**src/hw/stc_pkg.sv**
```systemverilog
// Purpose: constants and types for the sixteen-bit timer core with byte-wise access
// Assumes: 8-bit register port, 100 MHz system clock, one timer instance
// Notes: register offsets are byte indices on the 8-bit port
// ============================================================
// Overview of operation
// - legacy mode: one timer, channels A and B
// - 16-bit data registers, 8-bit plain control registers
// - every request has a flag and mask bit
// - prescaler or pin clock; none stops counting
// - compares run always, drive waveform pins
// - compare match sets channel flag
// - edge on pin or comparator captures counter
// - top is fixed, compare A or capture
// - compare A top in modes B/F: no A output, buffered
// - bottom is zero, max is all ones
// - one shared high byte holding register
// - low byte write loads both bytes together
// - counter or capture low byte read copies high byte to holding
// - compare reads bypass the holding register
// - four-bit mode field, top two bits in B
// - force bits in C, which reads as zero
// - channel C has own flag and mask
// - counter write beats clear and count
// - code 1 direct, codes 2..5 divide 8..1024
// - codes 7/6 count pin rising/falling edges
package stc_pkg;
   // ============================================================
   // register map (byte offsets)
   localparam logic [4:0] STC_CTRL_A   = 5'h00;
   localparam logic [4:0] STC_CTRL_B   = 5'h01;
   localparam logic [4:0] STC_CTRL_C   = 5'h02;
   localparam logic [4:0] STC_CNT_L    = 5'h04;
   localparam logic [4:0] STC_CNT_H    = 5'h05;
   localparam logic [4:0] STC_CMPA_L   = 5'h06;
   localparam logic [4:0] STC_CMPA_H   = 5'h07;
   localparam logic [4:0] STC_CMPB_L   = 5'h08;
   localparam logic [4:0] STC_CMPB_H   = 5'h09;
   localparam logic [4:0] STC_CMPC_L   = 5'h0A;
   localparam logic [4:0] STC_CMPC_H   = 5'h0B;
   localparam logic [4:0] STC_CAP_L    = 5'h0C;
   localparam logic [4:0] STC_CAP_H    = 5'h0D;
   localparam logic [4:0] STC_FLAGS    = 5'h10;
   localparam logic [4:0] STC_MASK     = 5'h11;
   // ============================================================
   // field positions
   localparam int STC_FLG_OVF  = 0;
   localparam int STC_FLG_CMPA = 1;
   localparam int STC_FLG_CMPB = 2;
   localparam int STC_FLG_CMPC = 3;
   localparam int STC_FLG_CAP  = 4;
   localparam int STC_B_WGM3   = 4;
   localparam int STC_B_WGM2   = 3;
   localparam int STC_B_CAPEDGE = 6;
   localparam int STC_B_NOISE  = 7;
   localparam int STC_B_ACSEL  = 5;
   localparam int STC_C_FOCA   = 7;
   localparam int STC_C_FOCB   = 6;
   localparam int STC_C_FOCC   = 5;
   // ============================================================
   // reset values and constants
   localparam logic [7:0]  STC_CTRL_RST = 8'h00;
   localparam logic [15:0] STC_BOTTOM   = 16'h0000;
   localparam logic [15:0] STC_MAX      = 16'hFFFF;
   localparam logic [15:0] STC_TOP8     = 16'h00FF;
   localparam logic [15:0] STC_TOP9     = 16'h01FF;
   localparam logic [15:0] STC_TOP10    = 16'h03FF;
   localparam logic [9:0]  STC_PRE_MAX  = 10'h3FF;
   localparam int          STC_NOISE_LEN = 4;
   typedef enum logic [2:0] {
      STC_CS_OFF, STC_CS_DIV1, STC_CS_DIV8, STC_CS_DIV64,
      STC_CS_DIV256, STC_CS_DIV1024, STC_CS_EXT_FALL, STC_CS_EXT_RISE
   } stc_clksel_t;
   // register port request bundle
   typedef struct packed {
      logic [4:0] addr;
      logic [7:0] wdata;
      logic       wr;
      logic       rd;
   } stc_bus_t;
endpackage : stc_pkg

```
**src/hw/stc_timer.sv**
```systemverilog
// Purpose: sixteen-bit timer core with shared high byte access path
// Assumes: all inputs synchronous to clk_i
// Notes: waveform pins toggle on match; detailed pwm shaping not modelled
//
// Design decisions made here: the register addresses and the plain strobed port.
module stc_timer
   import stc_pkg::*;
(
   input  wire logic       clk_i,
   input  wire logic       sys_rst_i,
   input  wire logic       legacy_mode_i,
   input  wire logic [4:0] reg_addr_i,
   input  wire logic [7:0] reg_wdata_i,
   input  wire logic       reg_wr_i,
   input  wire logic       reg_rd_i,
   output logic      [7:0] reg_rdata_o,
   input  wire logic       external_clock_pin_i,
   input  wire logic       capture_input_pin_i,
   input  wire logic       comparator_i,
   output logic            waveform_output_a_o,
   output logic            waveform_output_b_o,
   output logic            waveform_output_c_o,
   output logic            irq_o
);
   stc_bus_t bus;
   assign bus = '{addr: reg_addr_i, wdata: reg_wdata_i, wr: reg_wr_i, rd: reg_rd_i};

   // ============================================================
   // state
   logic [7:0]  ctrl_a_reg, ctrl_a_next, ctrl_b_reg, ctrl_b_next;
   logic [7:0]  hold_reg, hold_next, rdata_reg, rdata_next;
   logic [15:0] cnt_reg, cnt_next, cap_reg, cap_next;
   logic [15:0] cmp_reg [3], cmp_next [3], cmpbuf_reg [3], cmpbuf_next [3];
   logic [4:0]  flag_reg, flag_next, mask_reg, mask_next;
   logic [2:0]  wave_reg, wave_next;
   logic [9:0]  pre_reg, pre_next;
   logic [1:0]  ext_reg, ext_next;
   logic [STC_NOISE_LEN-1:0] capf_reg, capf_next;
   logic        capl_reg, capl_next;
   logic        irq_reg, irq_next;
   logic [3:0]  wgm;
   logic        tick, at_top, cap_trig, chan_ok [3], force_c [3], match [3];
   logic [15:0] top;
   stc_clksel_t cs;

   assign cs  = stc_clksel_t'(ctrl_b_reg[2:0]);
   assign wgm = {ctrl_b_reg[STC_B_WGM3], ctrl_b_reg[STC_B_WGM2], ctrl_a_reg[1:0]};

   // ============================================================
   // timer clock select
   always_comb begin
      unique case (cs)
         STC_CS_OFF:      tick = 1'b0;
         STC_CS_DIV1:     tick = 1'b1;
         STC_CS_DIV8:     tick = (pre_reg[2:0] == 3'h7);
         STC_CS_DIV64:    tick = (pre_reg[5:0] == 6'h3F);
         STC_CS_DIV256:   tick = (pre_reg[7:0] == 8'hFF);
         STC_CS_DIV1024:  tick = (pre_reg == STC_PRE_MAX);
         STC_CS_EXT_FALL: tick = ext_reg[1] & ~ext_reg[0];
         STC_CS_EXT_RISE: tick = ~ext_reg[1] & ext_reg[0];
      endcase
   end

   // top selection; unlisted modes run to max
   always_comb begin
      unique case (wgm)
         4'h1, 4'h5:                top = STC_TOP8;
         4'h2, 4'h6:                top = STC_TOP9;
         4'h3, 4'h7:                top = STC_TOP10;
         4'h4, 4'h9, 4'hB, 4'hF:    top = cmp_reg[0];
         4'h8, 4'hA, 4'hC, 4'hE:    top = cap_reg;
         default:                   top = STC_MAX;
      endcase
   end
   assign at_top = (cnt_reg == top) || (cnt_reg == STC_MAX);

   // capture trigger: pin or comparator, optional filter, chosen edge
   always_comb begin
      logic src;
      logic filt;
      src  = ctrl_b_reg[STC_B_ACSEL] ? comparator_i : capture_input_pin_i;
      filt = ctrl_b_reg[STC_B_NOISE] ? capf_reg[STC_NOISE_LEN-1] : capf_reg[0];
      capf_next = {capf_reg[STC_NOISE_LEN-2:0], src};
      if (!ctrl_b_reg[STC_B_NOISE] || (&capf_reg) || ~(|capf_reg))
         capl_next = filt;
      else
         capl_next = capl_reg;
      cap_trig = (capl_next != capl_reg) && (capl_next == ctrl_b_reg[STC_B_CAPEDGE]);
   end

   // per channel compare and pin qualification
   for (genvar i = 0; i < 3; i++) begin : g_chan
      assign match[i]   = (cnt_reg == cmp_reg[i]);
      assign force_c[i] = bus.wr && (bus.addr == STC_CTRL_C) && bus.wdata[STC_C_FOCA-i];
      // legacy hides channel c; compare-a top in modes B and F kills output a
      assign chan_ok[i] = !(i == 2 && legacy_mode_i)
                       && !(i == 0 && (wgm == 4'hB || wgm == 4'hF));
   end

   // ============================================================
   // next state: bus, counter, flags
   always_comb begin
      logic [4:0] ev;
      logic       in_pwm;
      ctrl_a_next = ctrl_a_reg;
      ctrl_b_next = ctrl_b_reg;
      hold_next   = hold_reg;
      rdata_next  = 8'h00;
      cnt_next    = cnt_reg;
      cap_next    = cap_reg;
      mask_next   = mask_reg;
      wave_next   = wave_reg;
      pre_next    = pre_reg + 10'h001;                                // free running
      ext_next    = {ext_reg[0], external_clock_pin_i};
      ev          = 5'h00;
      in_pwm      = (wgm != 4'h0) && (wgm != 4'h4) && (wgm != 4'hC);
      for (int i = 0; i < 3; i++) begin
         cmp_next[i]    = cmp_reg[i];
         cmpbuf_next[i] = cmpbuf_reg[i];
      end
      // counter: wrap at top, then cpu write overrides
      if (tick)
         cnt_next = at_top ? STC_BOTTOM : cnt_reg + 16'h0001;
      if (tick && at_top)
         ev[STC_FLG_OVF] = 1'b1;
      if (cap_trig) begin
         cap_next = cnt_reg;
         ev[STC_FLG_CAP] = 1'b1;
      end
      // buffered compares update at top in pwm modes
      for (int i = 0; i < 3; i++) begin
         if (!in_pwm || (tick && at_top))
            cmp_next[i] = cmpbuf_reg[i];
         if ((tick && match[i]) || force_c[i]) begin
            if (chan_ok[i])
               wave_next[i] = ~wave_reg[i];
            // a compare-a top still flags its match; only legacy hides c
            if (!force_c[i] && !(i == 2 && legacy_mode_i))
               ev[STC_FLG_CMPA + i] = 1'b1;
         end
      end
      if (bus.wr) begin
         unique case (bus.addr)
            STC_CTRL_A: ctrl_a_next = bus.wdata;
            STC_CTRL_B: ctrl_b_next = bus.wdata;
            STC_MASK:   mask_next   = bus.wdata[4:0];
            STC_CNT_H, STC_CMPA_H, STC_CMPB_H, STC_CMPC_H, STC_CAP_H:
               hold_next = bus.wdata;
            STC_CNT_L:  cnt_next = {hold_reg, bus.wdata};
            STC_CMPA_L: cmpbuf_next[0] = {hold_reg, bus.wdata};
            STC_CMPB_L: cmpbuf_next[1] = {hold_reg, bus.wdata};
            STC_CMPC_L: cmpbuf_next[2] = {hold_reg, bus.wdata};
            STC_CAP_L:  cap_next = {hold_reg, bus.wdata};
            default: ;
         endcase
      end
      if (bus.rd) begin
         unique case (bus.addr)
            STC_CTRL_A: rdata_next = ctrl_a_reg;
            STC_CTRL_B: rdata_next = ctrl_b_reg;
            STC_FLAGS:  rdata_next = {3'h0, flag_reg};
            STC_MASK:   rdata_next = {3'h0, mask_reg};
            STC_CNT_L: begin
               rdata_next = cnt_reg[7:0];
               hold_next  = cnt_reg[15:8];
            end
            STC_CAP_L: begin
               rdata_next = cap_reg[7:0];
               hold_next  = cap_reg[15:8];
            end
            STC_CNT_H, STC_CAP_H: rdata_next = hold_reg;
            STC_CMPA_L: rdata_next = cmpbuf_reg[0][7:0];
            STC_CMPA_H: rdata_next = cmpbuf_reg[0][15:8];
            STC_CMPB_L: rdata_next = cmpbuf_reg[1][7:0];
            STC_CMPB_H: rdata_next = cmpbuf_reg[1][15:8];
            STC_CMPC_L: rdata_next = cmpbuf_reg[2][7:0];
            STC_CMPC_H: rdata_next = cmpbuf_reg[2][15:8];
            default:    rdata_next = 8'h00;
         endcase
      end
      // write one to clear; a new event wins over the clear
      flag_next = flag_reg;
      if (bus.wr && bus.addr == STC_FLAGS)
         flag_next = flag_reg & ~bus.wdata[4:0];
      flag_next = flag_next | ev;
      if (legacy_mode_i)
         mask_next[STC_FLG_CMPC] = 1'b0;
      irq_next = |(flag_next & mask_next);
   end

   // ============================================================
   // registers
   always_ff @(posedge clk_i or posedge sys_rst_i) begin
      if (sys_rst_i) begin
         ctrl_a_reg <= STC_CTRL_RST;
         ctrl_b_reg <= STC_CTRL_RST;
         hold_reg   <= 8'h00;
         rdata_reg  <= 8'h00;
         cnt_reg    <= STC_BOTTOM;
         cap_reg    <= STC_BOTTOM;
         flag_reg   <= 5'h00;
         mask_reg   <= 5'h00;
         wave_reg   <= 3'h0;
         pre_reg    <= 10'h000;
         ext_reg    <= 2'h0;
         capf_reg   <= '0;
         capl_reg   <= 1'b0;
         irq_reg    <= 1'b0;
         for (int i = 0; i < 3; i++) begin
            cmp_reg[i]    <= STC_BOTTOM;
            cmpbuf_reg[i] <= STC_BOTTOM;
         end
      end else begin
         ctrl_a_reg <= ctrl_a_next;
         ctrl_b_reg <= ctrl_b_next;
         hold_reg   <= hold_next;
         rdata_reg  <= rdata_next;
         cnt_reg    <= cnt_next;
         cap_reg    <= cap_next;
         flag_reg   <= flag_next;
         mask_reg   <= mask_next;
         wave_reg   <= wave_next;
         pre_reg    <= pre_next;
         ext_reg    <= ext_next;
         capf_reg   <= capf_next;
         capl_reg   <= capl_next;
         irq_reg    <= irq_next;
         for (int i = 0; i < 3; i++) begin
            cmp_reg[i]    <= cmp_next[i];
            cmpbuf_reg[i] <= cmpbuf_next[i];
         end
      end
   end

   assign reg_rdata_o         = rdata_reg;
   assign waveform_output_a_o = wave_reg[0];
   assign waveform_output_b_o = wave_reg[1];
   assign waveform_output_c_o = wave_reg[2];
   assign irq_o               = irq_reg;
endmodule : stc_timer

```
**config.mk**
```make
export PLATFORM = sky130hd
export DESIGN_NAME = stc_timer
export DESIGN_NICKNAME = d
export VERILOG_FILES = /design/src/hw/stc_pkg.sv /design/src/hw/stc_timer.sv
export SDC_FILE = /design/constraint.sdc
export NUM_CORES = 1
export LEC_CHECK = 0
export ABC_CLOCK_PERIOD_IN_PS = 5800
export BUFFER_PORTS_ARGS = -buffer_cell sky130_fd_sc_hd__buf_4
export CAP_MARGIN = 20
export CORE_ASPECT_RATIO = 1.1
export CORE_MARGIN = 2
export CORE_UTILIZATION = 58
export CTS_BUF_LIST = sky130_fd_sc_hd__clkbuf_8
export CTS_CLUSTER_DIAMETER = 60
export CTS_CLUSTER_SIZE = 24
export DETAILED_ROUTE_END_ITERATION = 6
export GPL_TIMING_DRIVEN = 1
export PLACE_DENSITY = 0.76
export SYNTH_ARGS = -nofsm -noshare
export SYNTH_HDL_FRONTEND = slang
export SYNTH_SLANG_ARGS = --single-unit
```
**constraint.sdc**
```tcl
create_clock -name clk_i -period 5.8 [get_ports clk_i]
set_input_delay 0.58 -clock clk_i [delete_from_list [all_inputs] [get_ports clk_i]]
set_output_delay 0.58 -clock clk_i [all_outputs]
set_load 0.1 [all_outputs]
```
---- Word level (Yosys, flattened, before mapping) ----
Cells that the tools add are included.
word-level totals
  register bits after elaboration ......... 191
  bits in latches ......................... 0
  bits in writable memories ............... 0
  ROM bits ................................ 0
  bits of input ports ..................... 21
  output and inout bits ................... 12
  word-level logic and storage cells ...... 161
  memories kept ........................... 0
operators by class
  $add $sub $neg .......................... 2
  $mul .................................... 0
  divide/modulo/power cells ............... 0
  $lt $le $gt $ge ......................... 0
  equality and inequality tests ........... 48
  shift operators ......................... 0
  multiplexer cells ....................... 30
  bitwise logic cells ..................... 14
  reduce and logical (&&, ||, !) cells .... 45
operators by type and width
  operator                                                                count
  16-bit two-way mux                                                      7
  8-bit case mux with 13 select lines                                     1
  16-bit case mux with 5 select lines                                     1
  16-bit equality test                                                    4
  8-bit two-way mux                                                       4
  5-bit by 4-bit equality test with 1-bit output (second input constant)  6
  4-bit equality test (second input constant)                             7
  5-bit by 3-bit equality test with 1-bit output (second input constant)  4
  16-bit by 1-bit adder with 16-bit output (second input constant)        1
  16-bit equality test (second input constant)                            1
  4-bit by 3-bit equality test with 1-bit output (second input constant)  4
  8-bit case mux with 2 select lines                                      1
  3-bit equality test (second input constant)                             5
  5-bit two-way mux                                                       3
  2-bit AND reduction                                                     7
  1-bit logical AND                                                       13
  1-bit two-way mux                                                       12
  4-bit OR reduction                                                      3
  10-bit by 1-bit adder with 10-bit output (second input constant)        1
  5-bit bitwise AND                                                       2
  10-bit equality test (second input constant)                            1
  5-bit equality test (second input constant)                             2
  5-bit OR reduction                                                      2
  4-bit by 2-bit equality test with 1-bit output (second input constant)  2
  23 further kinds                                                        45

---- Logic depth before layout (Yosys ltp) ----
  word-level depth ........................ 10
  gate-level depth with buffers ........... 12
  depth with buffers taken out ............ 10

---- Least setup slack after synthesis ----
No wires, ideal clock.
  path type ............................... register -> register
  start point ............................. reg ctrl_a_reg[1]
  end point ............................... reg cmp_reg[0] (netlist name)
  library setup time ...................... 127 ps
  arrival ................................. 2604 ps
  data required time ...................... 5673 ps
  setup slack ............................. 3069 ps
  stages on the path, launching flop included .. 13
  path buffers ............................ 4
  period minus slack after synthesis ...... 2731 ps
  cells stage by stage .................... dfrtp_1 buf_2 or3_1 buf_2 a21oi_1 or3b_2 nand4_1 nor4_2 a31oi_2 o21ai_2 buf_6 buf_8 mux2_1
between the ends
  word-level cells in the longest chain between the ends .. 7
  elaborated cells on any way between the ends .. 30
  those cells by class .................... eq/ne: 17; mux: 1; reduce/logical: 12
RTL lines
  element                                                          line              RTL
  start, declared                                                  stc_timer.sv:30   logic [7:0] ctrl_a_reg, ctrl_a_next, ctrl_b_reg, ctrl_b_next;
  start signal, assigned                                           stc_timer.sv:214  ctrl_a_reg <= ctrl_a_next;
  4-bit equality test, or another cell as far along                stc_timer.sv:66   unique case (wgm)
  4-bit OR reduction / 2-bit OR reduction (equally long branches)  stc_timer.sv:66
  16-bit case mux with 5 select lines                              stc_timer.sv:66
  16-bit equality test                                             stc_timer.sv:75   assign at_top = (cnt_reg == top) || (cnt_reg == STC_MAX);
  1-bit logical OR                                                 stc_timer.sv:75
  1-bit logical AND                                                stc_timer.sv:132  if (!in_pwm || (tick && at_top))
  1-bit logical OR (*)                                             stc_timer.sv:132
  end signal, assigned by index                                    stc_timer.sv:229  cmp_reg[i] <= cmp_next[i];
  end, declared                                                    stc_timer.sv:33   logic [15:0] cmp_reg [3], cmp_next [3], cmpbuf_reg [3], cmpbuf_next [3];
Mark *: on every way between the ends. The rest lies on a longest branch, timed or not.
A chain may end at the register's enable or synchronous reset.

---- Worst setup path after layout ----
  start point ............................. reg ctrl_b_reg[3]
  end point ............................... reg cmp_reg[15] (netlist name)
between the ends
  word-level cells in the longest chain between the ends .. 7
  elaborated cells on any way between the ends .. 30
  those cells by class .................... eq/ne: 17; mux: 1; reduce/logical: 12
RTL lines
  element                                                          line              RTL
  start, declared                                                  stc_timer.sv:30
  start signal, assigned                                           stc_timer.sv:215  ctrl_b_reg <= ctrl_b_next;
  4-bit equality test, or another cell as far along                stc_timer.sv:66
  4-bit OR reduction / 2-bit OR reduction (equally long branches)  stc_timer.sv:66
  16-bit case mux with 5 select lines                              stc_timer.sv:66
  16-bit equality test                                             stc_timer.sv:75
  1-bit logical OR                                                 stc_timer.sv:75
  1-bit logical AND                                                stc_timer.sv:132
  1-bit logical OR (*)                                             stc_timer.sv:132
Marks and branches as above.

==> impl_metrics.toml <==
[run_status]
status = "finished, final reports clean"

[cts]
cts_setup_buffers = 0
cts_tree = "done"
numCtsBuffers = 17
cts.sinks = 191
ctsHtreeMaxLevel = 4
clock_path_buffers = 2
post_cts_resized = 0
insertion_delay_ns = 0.48
clk_pin_slew_worst_paths_ns = 0.09
clk_root_buffer_cell = "clkbuf_8"
hold_buffers = 0

[logic_synthesis]
synthMuxAreaShare_pct = 17.0
synth_ff_type = "dfrtp_1"
yosysWarningCount = 0
synth-compound-area-share_pct = 13.3
synth-seq-area-share_pct = 47.7
synth_xor_area_share_pct = 5.68
synth.avg_cell_area_um2 = 10.6
syn_nets = 966
syn_inst = 942
synthSimpleGateAreaFrac_pct = 12.2
yosysUniqueCellTypes = 67
synth-seq-cells = 191
synth_area_mm2 = 0.0100
synth_top_family_by_area = "multiplexers"
synth-edff-count = 0
synthAdderAreaFrac_pct = 0.374
synthArstFlopShare_pct = 100

[place]
port_buffers = 32
place_congestion = 0.996
dp_cells = 1150
dp_hpwl_um = 20100
dpl-instance-area_mm2 = 0.0104

[routing]
drt-total-wl_um = 28700
wl_per_cell_um = 24.2
drt_pass1_iterations = 7
vias = 7913
route.detailed.drc = 0
detail-route-antenna-nets = 0
avgViaCountPerCell = 6.68
drt_iter0_markers = 958

[final_layout]
fillers = 1332
fin_cells = 1184
diodes = 0
layout.cells.most_common = "dfrtp_1"
layout_common_cells = "dfrtp_1, mux2_2, nand2_1"
post_route_cells_drive_above_1_share_pct = 20.2
final_cell_area_mm2 = 0.0108
final_nets = 961
areaGrowthSynthToFinish_pct = 7.54
fin_util_pct = 63.6

[worst_setup_path]
r2r_setup_slack_ns = 1.64
cp_max_fo = 29
rr_startpoint = "ctrl_b_reg[3]"
reg2reg_depth = 9
crit_type = "register to register"
path_cells = "nor2b_2, o2bb2ai_1, mux2i_1, a22o_1, nor4_2, a31oi_2, o21ai_4, buf_4, mux2_2"
worst_setup_path_end_kind = "register"
slowest_delay_ns = 0.87
cp_slowest_cell = "o21ai_4"
r2r-end = "cmp_reg[15]"
crit_path_start_kind = "register"
required_ns = 6.16
arrival_ns = 4.53

[sta]
slew_violations = 0
rsz0062_at_grt = "false"
period_needed_ns = 4.16
skew_ns = 0.0125
slew_headroom_pct = 29.1
clock.fmax_mhz = 240
holdWs_ns = 0.203
fin_crit_sh_pct = 71.8
setup_viol = 0
hold_viol = 0
tns_ns = 0
worst_pin_slew_ns = 1.06

[hold_path]
hp-start = "external_clock_pin_i"
whs_path_depth = 1
whs_endpoint = "ext_reg[0]"
hp-class = "input pin to register"

[die]
coreArea_mm2 = 0.0170
fp.dieW_um = 129
start_util_pct = 59.2
ios = 33
design.die.area_mm2 = 0.0184
fp-row-count = 50
fp.dieH_um = 142

[global_route]
grt_pass1_vias = 7736
gr-usage-met3_pct = 7.65
grt_use_met1_pct = 44.7
grt_pass1_wl_um = 45000
grt_max_degree = 139
grt_use_met2_pct = 50.3
grt_usage_pct = 32.8
grt_overflow_total = 0
grt-busiest-layer = "met2"
antenna_found_initial = 0

[pwr]
p_leak_nw = 4.69
pwr_density_cell_mw_per_mm2 = 428
vdd_drop_max_uv = 319

[run]
cap_violations = 0
area by class of cell:
cell class | instances | area, um^2 | area share [%]
multi-input combinational | 664 | 4880 | 45.3
sequential | 191 | 4780 | 44.3
timing repair buffer | 44 | 348 | 3.23
tap | 234 | 293 | 2.71
clock buffer | 18 | 248 | 2.30
clock inverter | 14 | 153 | 1.42
inverter | 19 | 78.8 | 0.731
report_power, final:
group / leakage (nW) / internal (mW) / switching [mW]
clock: 0.211 / 0.402 / 0.492
combinational: 2.09 / 0.707 / 0.720
sequential: 2.39 / 1.70 / 0.587
total: 4.69 / 2.81 / 1.80
layer usage:
layer	wire (um)	vias to the layer above	share of wire, %
li1	-	3413	-
met1	11500	3948	40
met2	13200	446	46
met3	2550	106	8.9
met4	1460	0	5.1
met5	0	-	0
how the worst max path moves through the flow:
stage / from / endpoint / slack [ns] / cells past startpoint
2_1_floorplan: sys_rst_i / cap_reg[0] / 0.02 / 1
3_3_place_gp: ctrl_b_reg[3] / cmp_reg[21] / 1.84 / 9
3_5_place_dp: ctrl_b_reg[3] / cmp_reg[22] / 1.71 / 9
4_1_cts: ctrl_b_reg[3] / cmp_reg[22] / 1.70 / 9
5_1_grt: ctrl_b_reg[3] / cmp_reg[29] / 1.43 / 9
6_report: ctrl_b_reg[3] / cmp_reg[15] / 1.64 / 9
cell usage after synthesis (all sizes together) (3+ instances only):
master   count  area, um^2
a21oi       55         279
a22o         6        52.6
o2bb2ai      7        61.3
a22oi       10        75.1
nor4         9        68.8
or3b         5        43.8
a32o         3        30.0
or3          5        31.3
nand2       57         214
nand4       19         119
a222oi       9        90.1
nand3b       3        22.5
nor3        18        90.1
nor2b       15        96.3
dfrtp      191        4780
inv         19        71.3
nor2        56         210
ha           3        37.5
a21boi       3        22.5
xor2        18         158
and3         9        56.3
xnor2       47         412
and2         3        18.8
buf         23         135
a221oi      15         131
o21ai       37         189
mux2       120        1350
a21o         4        30.0
a31oi       14        93.8
mux2i       35         350
nand3       27         135
clkbuf      45         169
o21bai       5        37.5
a211oi       8        60.1
nand2b      10        62.6
critical path, delay by kind of cell, from the launching register on:
family,cells,cell delay [ns]
muxes,2,0.47
buffers and inverters,1,0.43
DFF,1,0.70
and+or+nand+nor,2,0.83
AOI/OAI and AO/OA,4,1.59
cells by family (layout without fill, tap and decap cells):
logic type,after synthesis,after routing
buffers and inverters,87,95
flip-flops,191,191
multiplexers,155,155
AND/OR/NAND/NOR,243,243
adder cells (fa/ha/maj),3,3
XOR/XNOR,65,65
AO/OA/AOI/OAI,198,198
through the flow:
stage	power (mW)	setup WS, ns
6_report	4.61	1.64
2_1_floorplan	3.24	0.0212
4_1_cts	4.57	1.70
3_3_place_gp	3.64	1.84
3_5_place_dp	3.69	1.71
5_1_grt	4.84	1.43
Note: power is estimated with default switching activity, not from simulation.
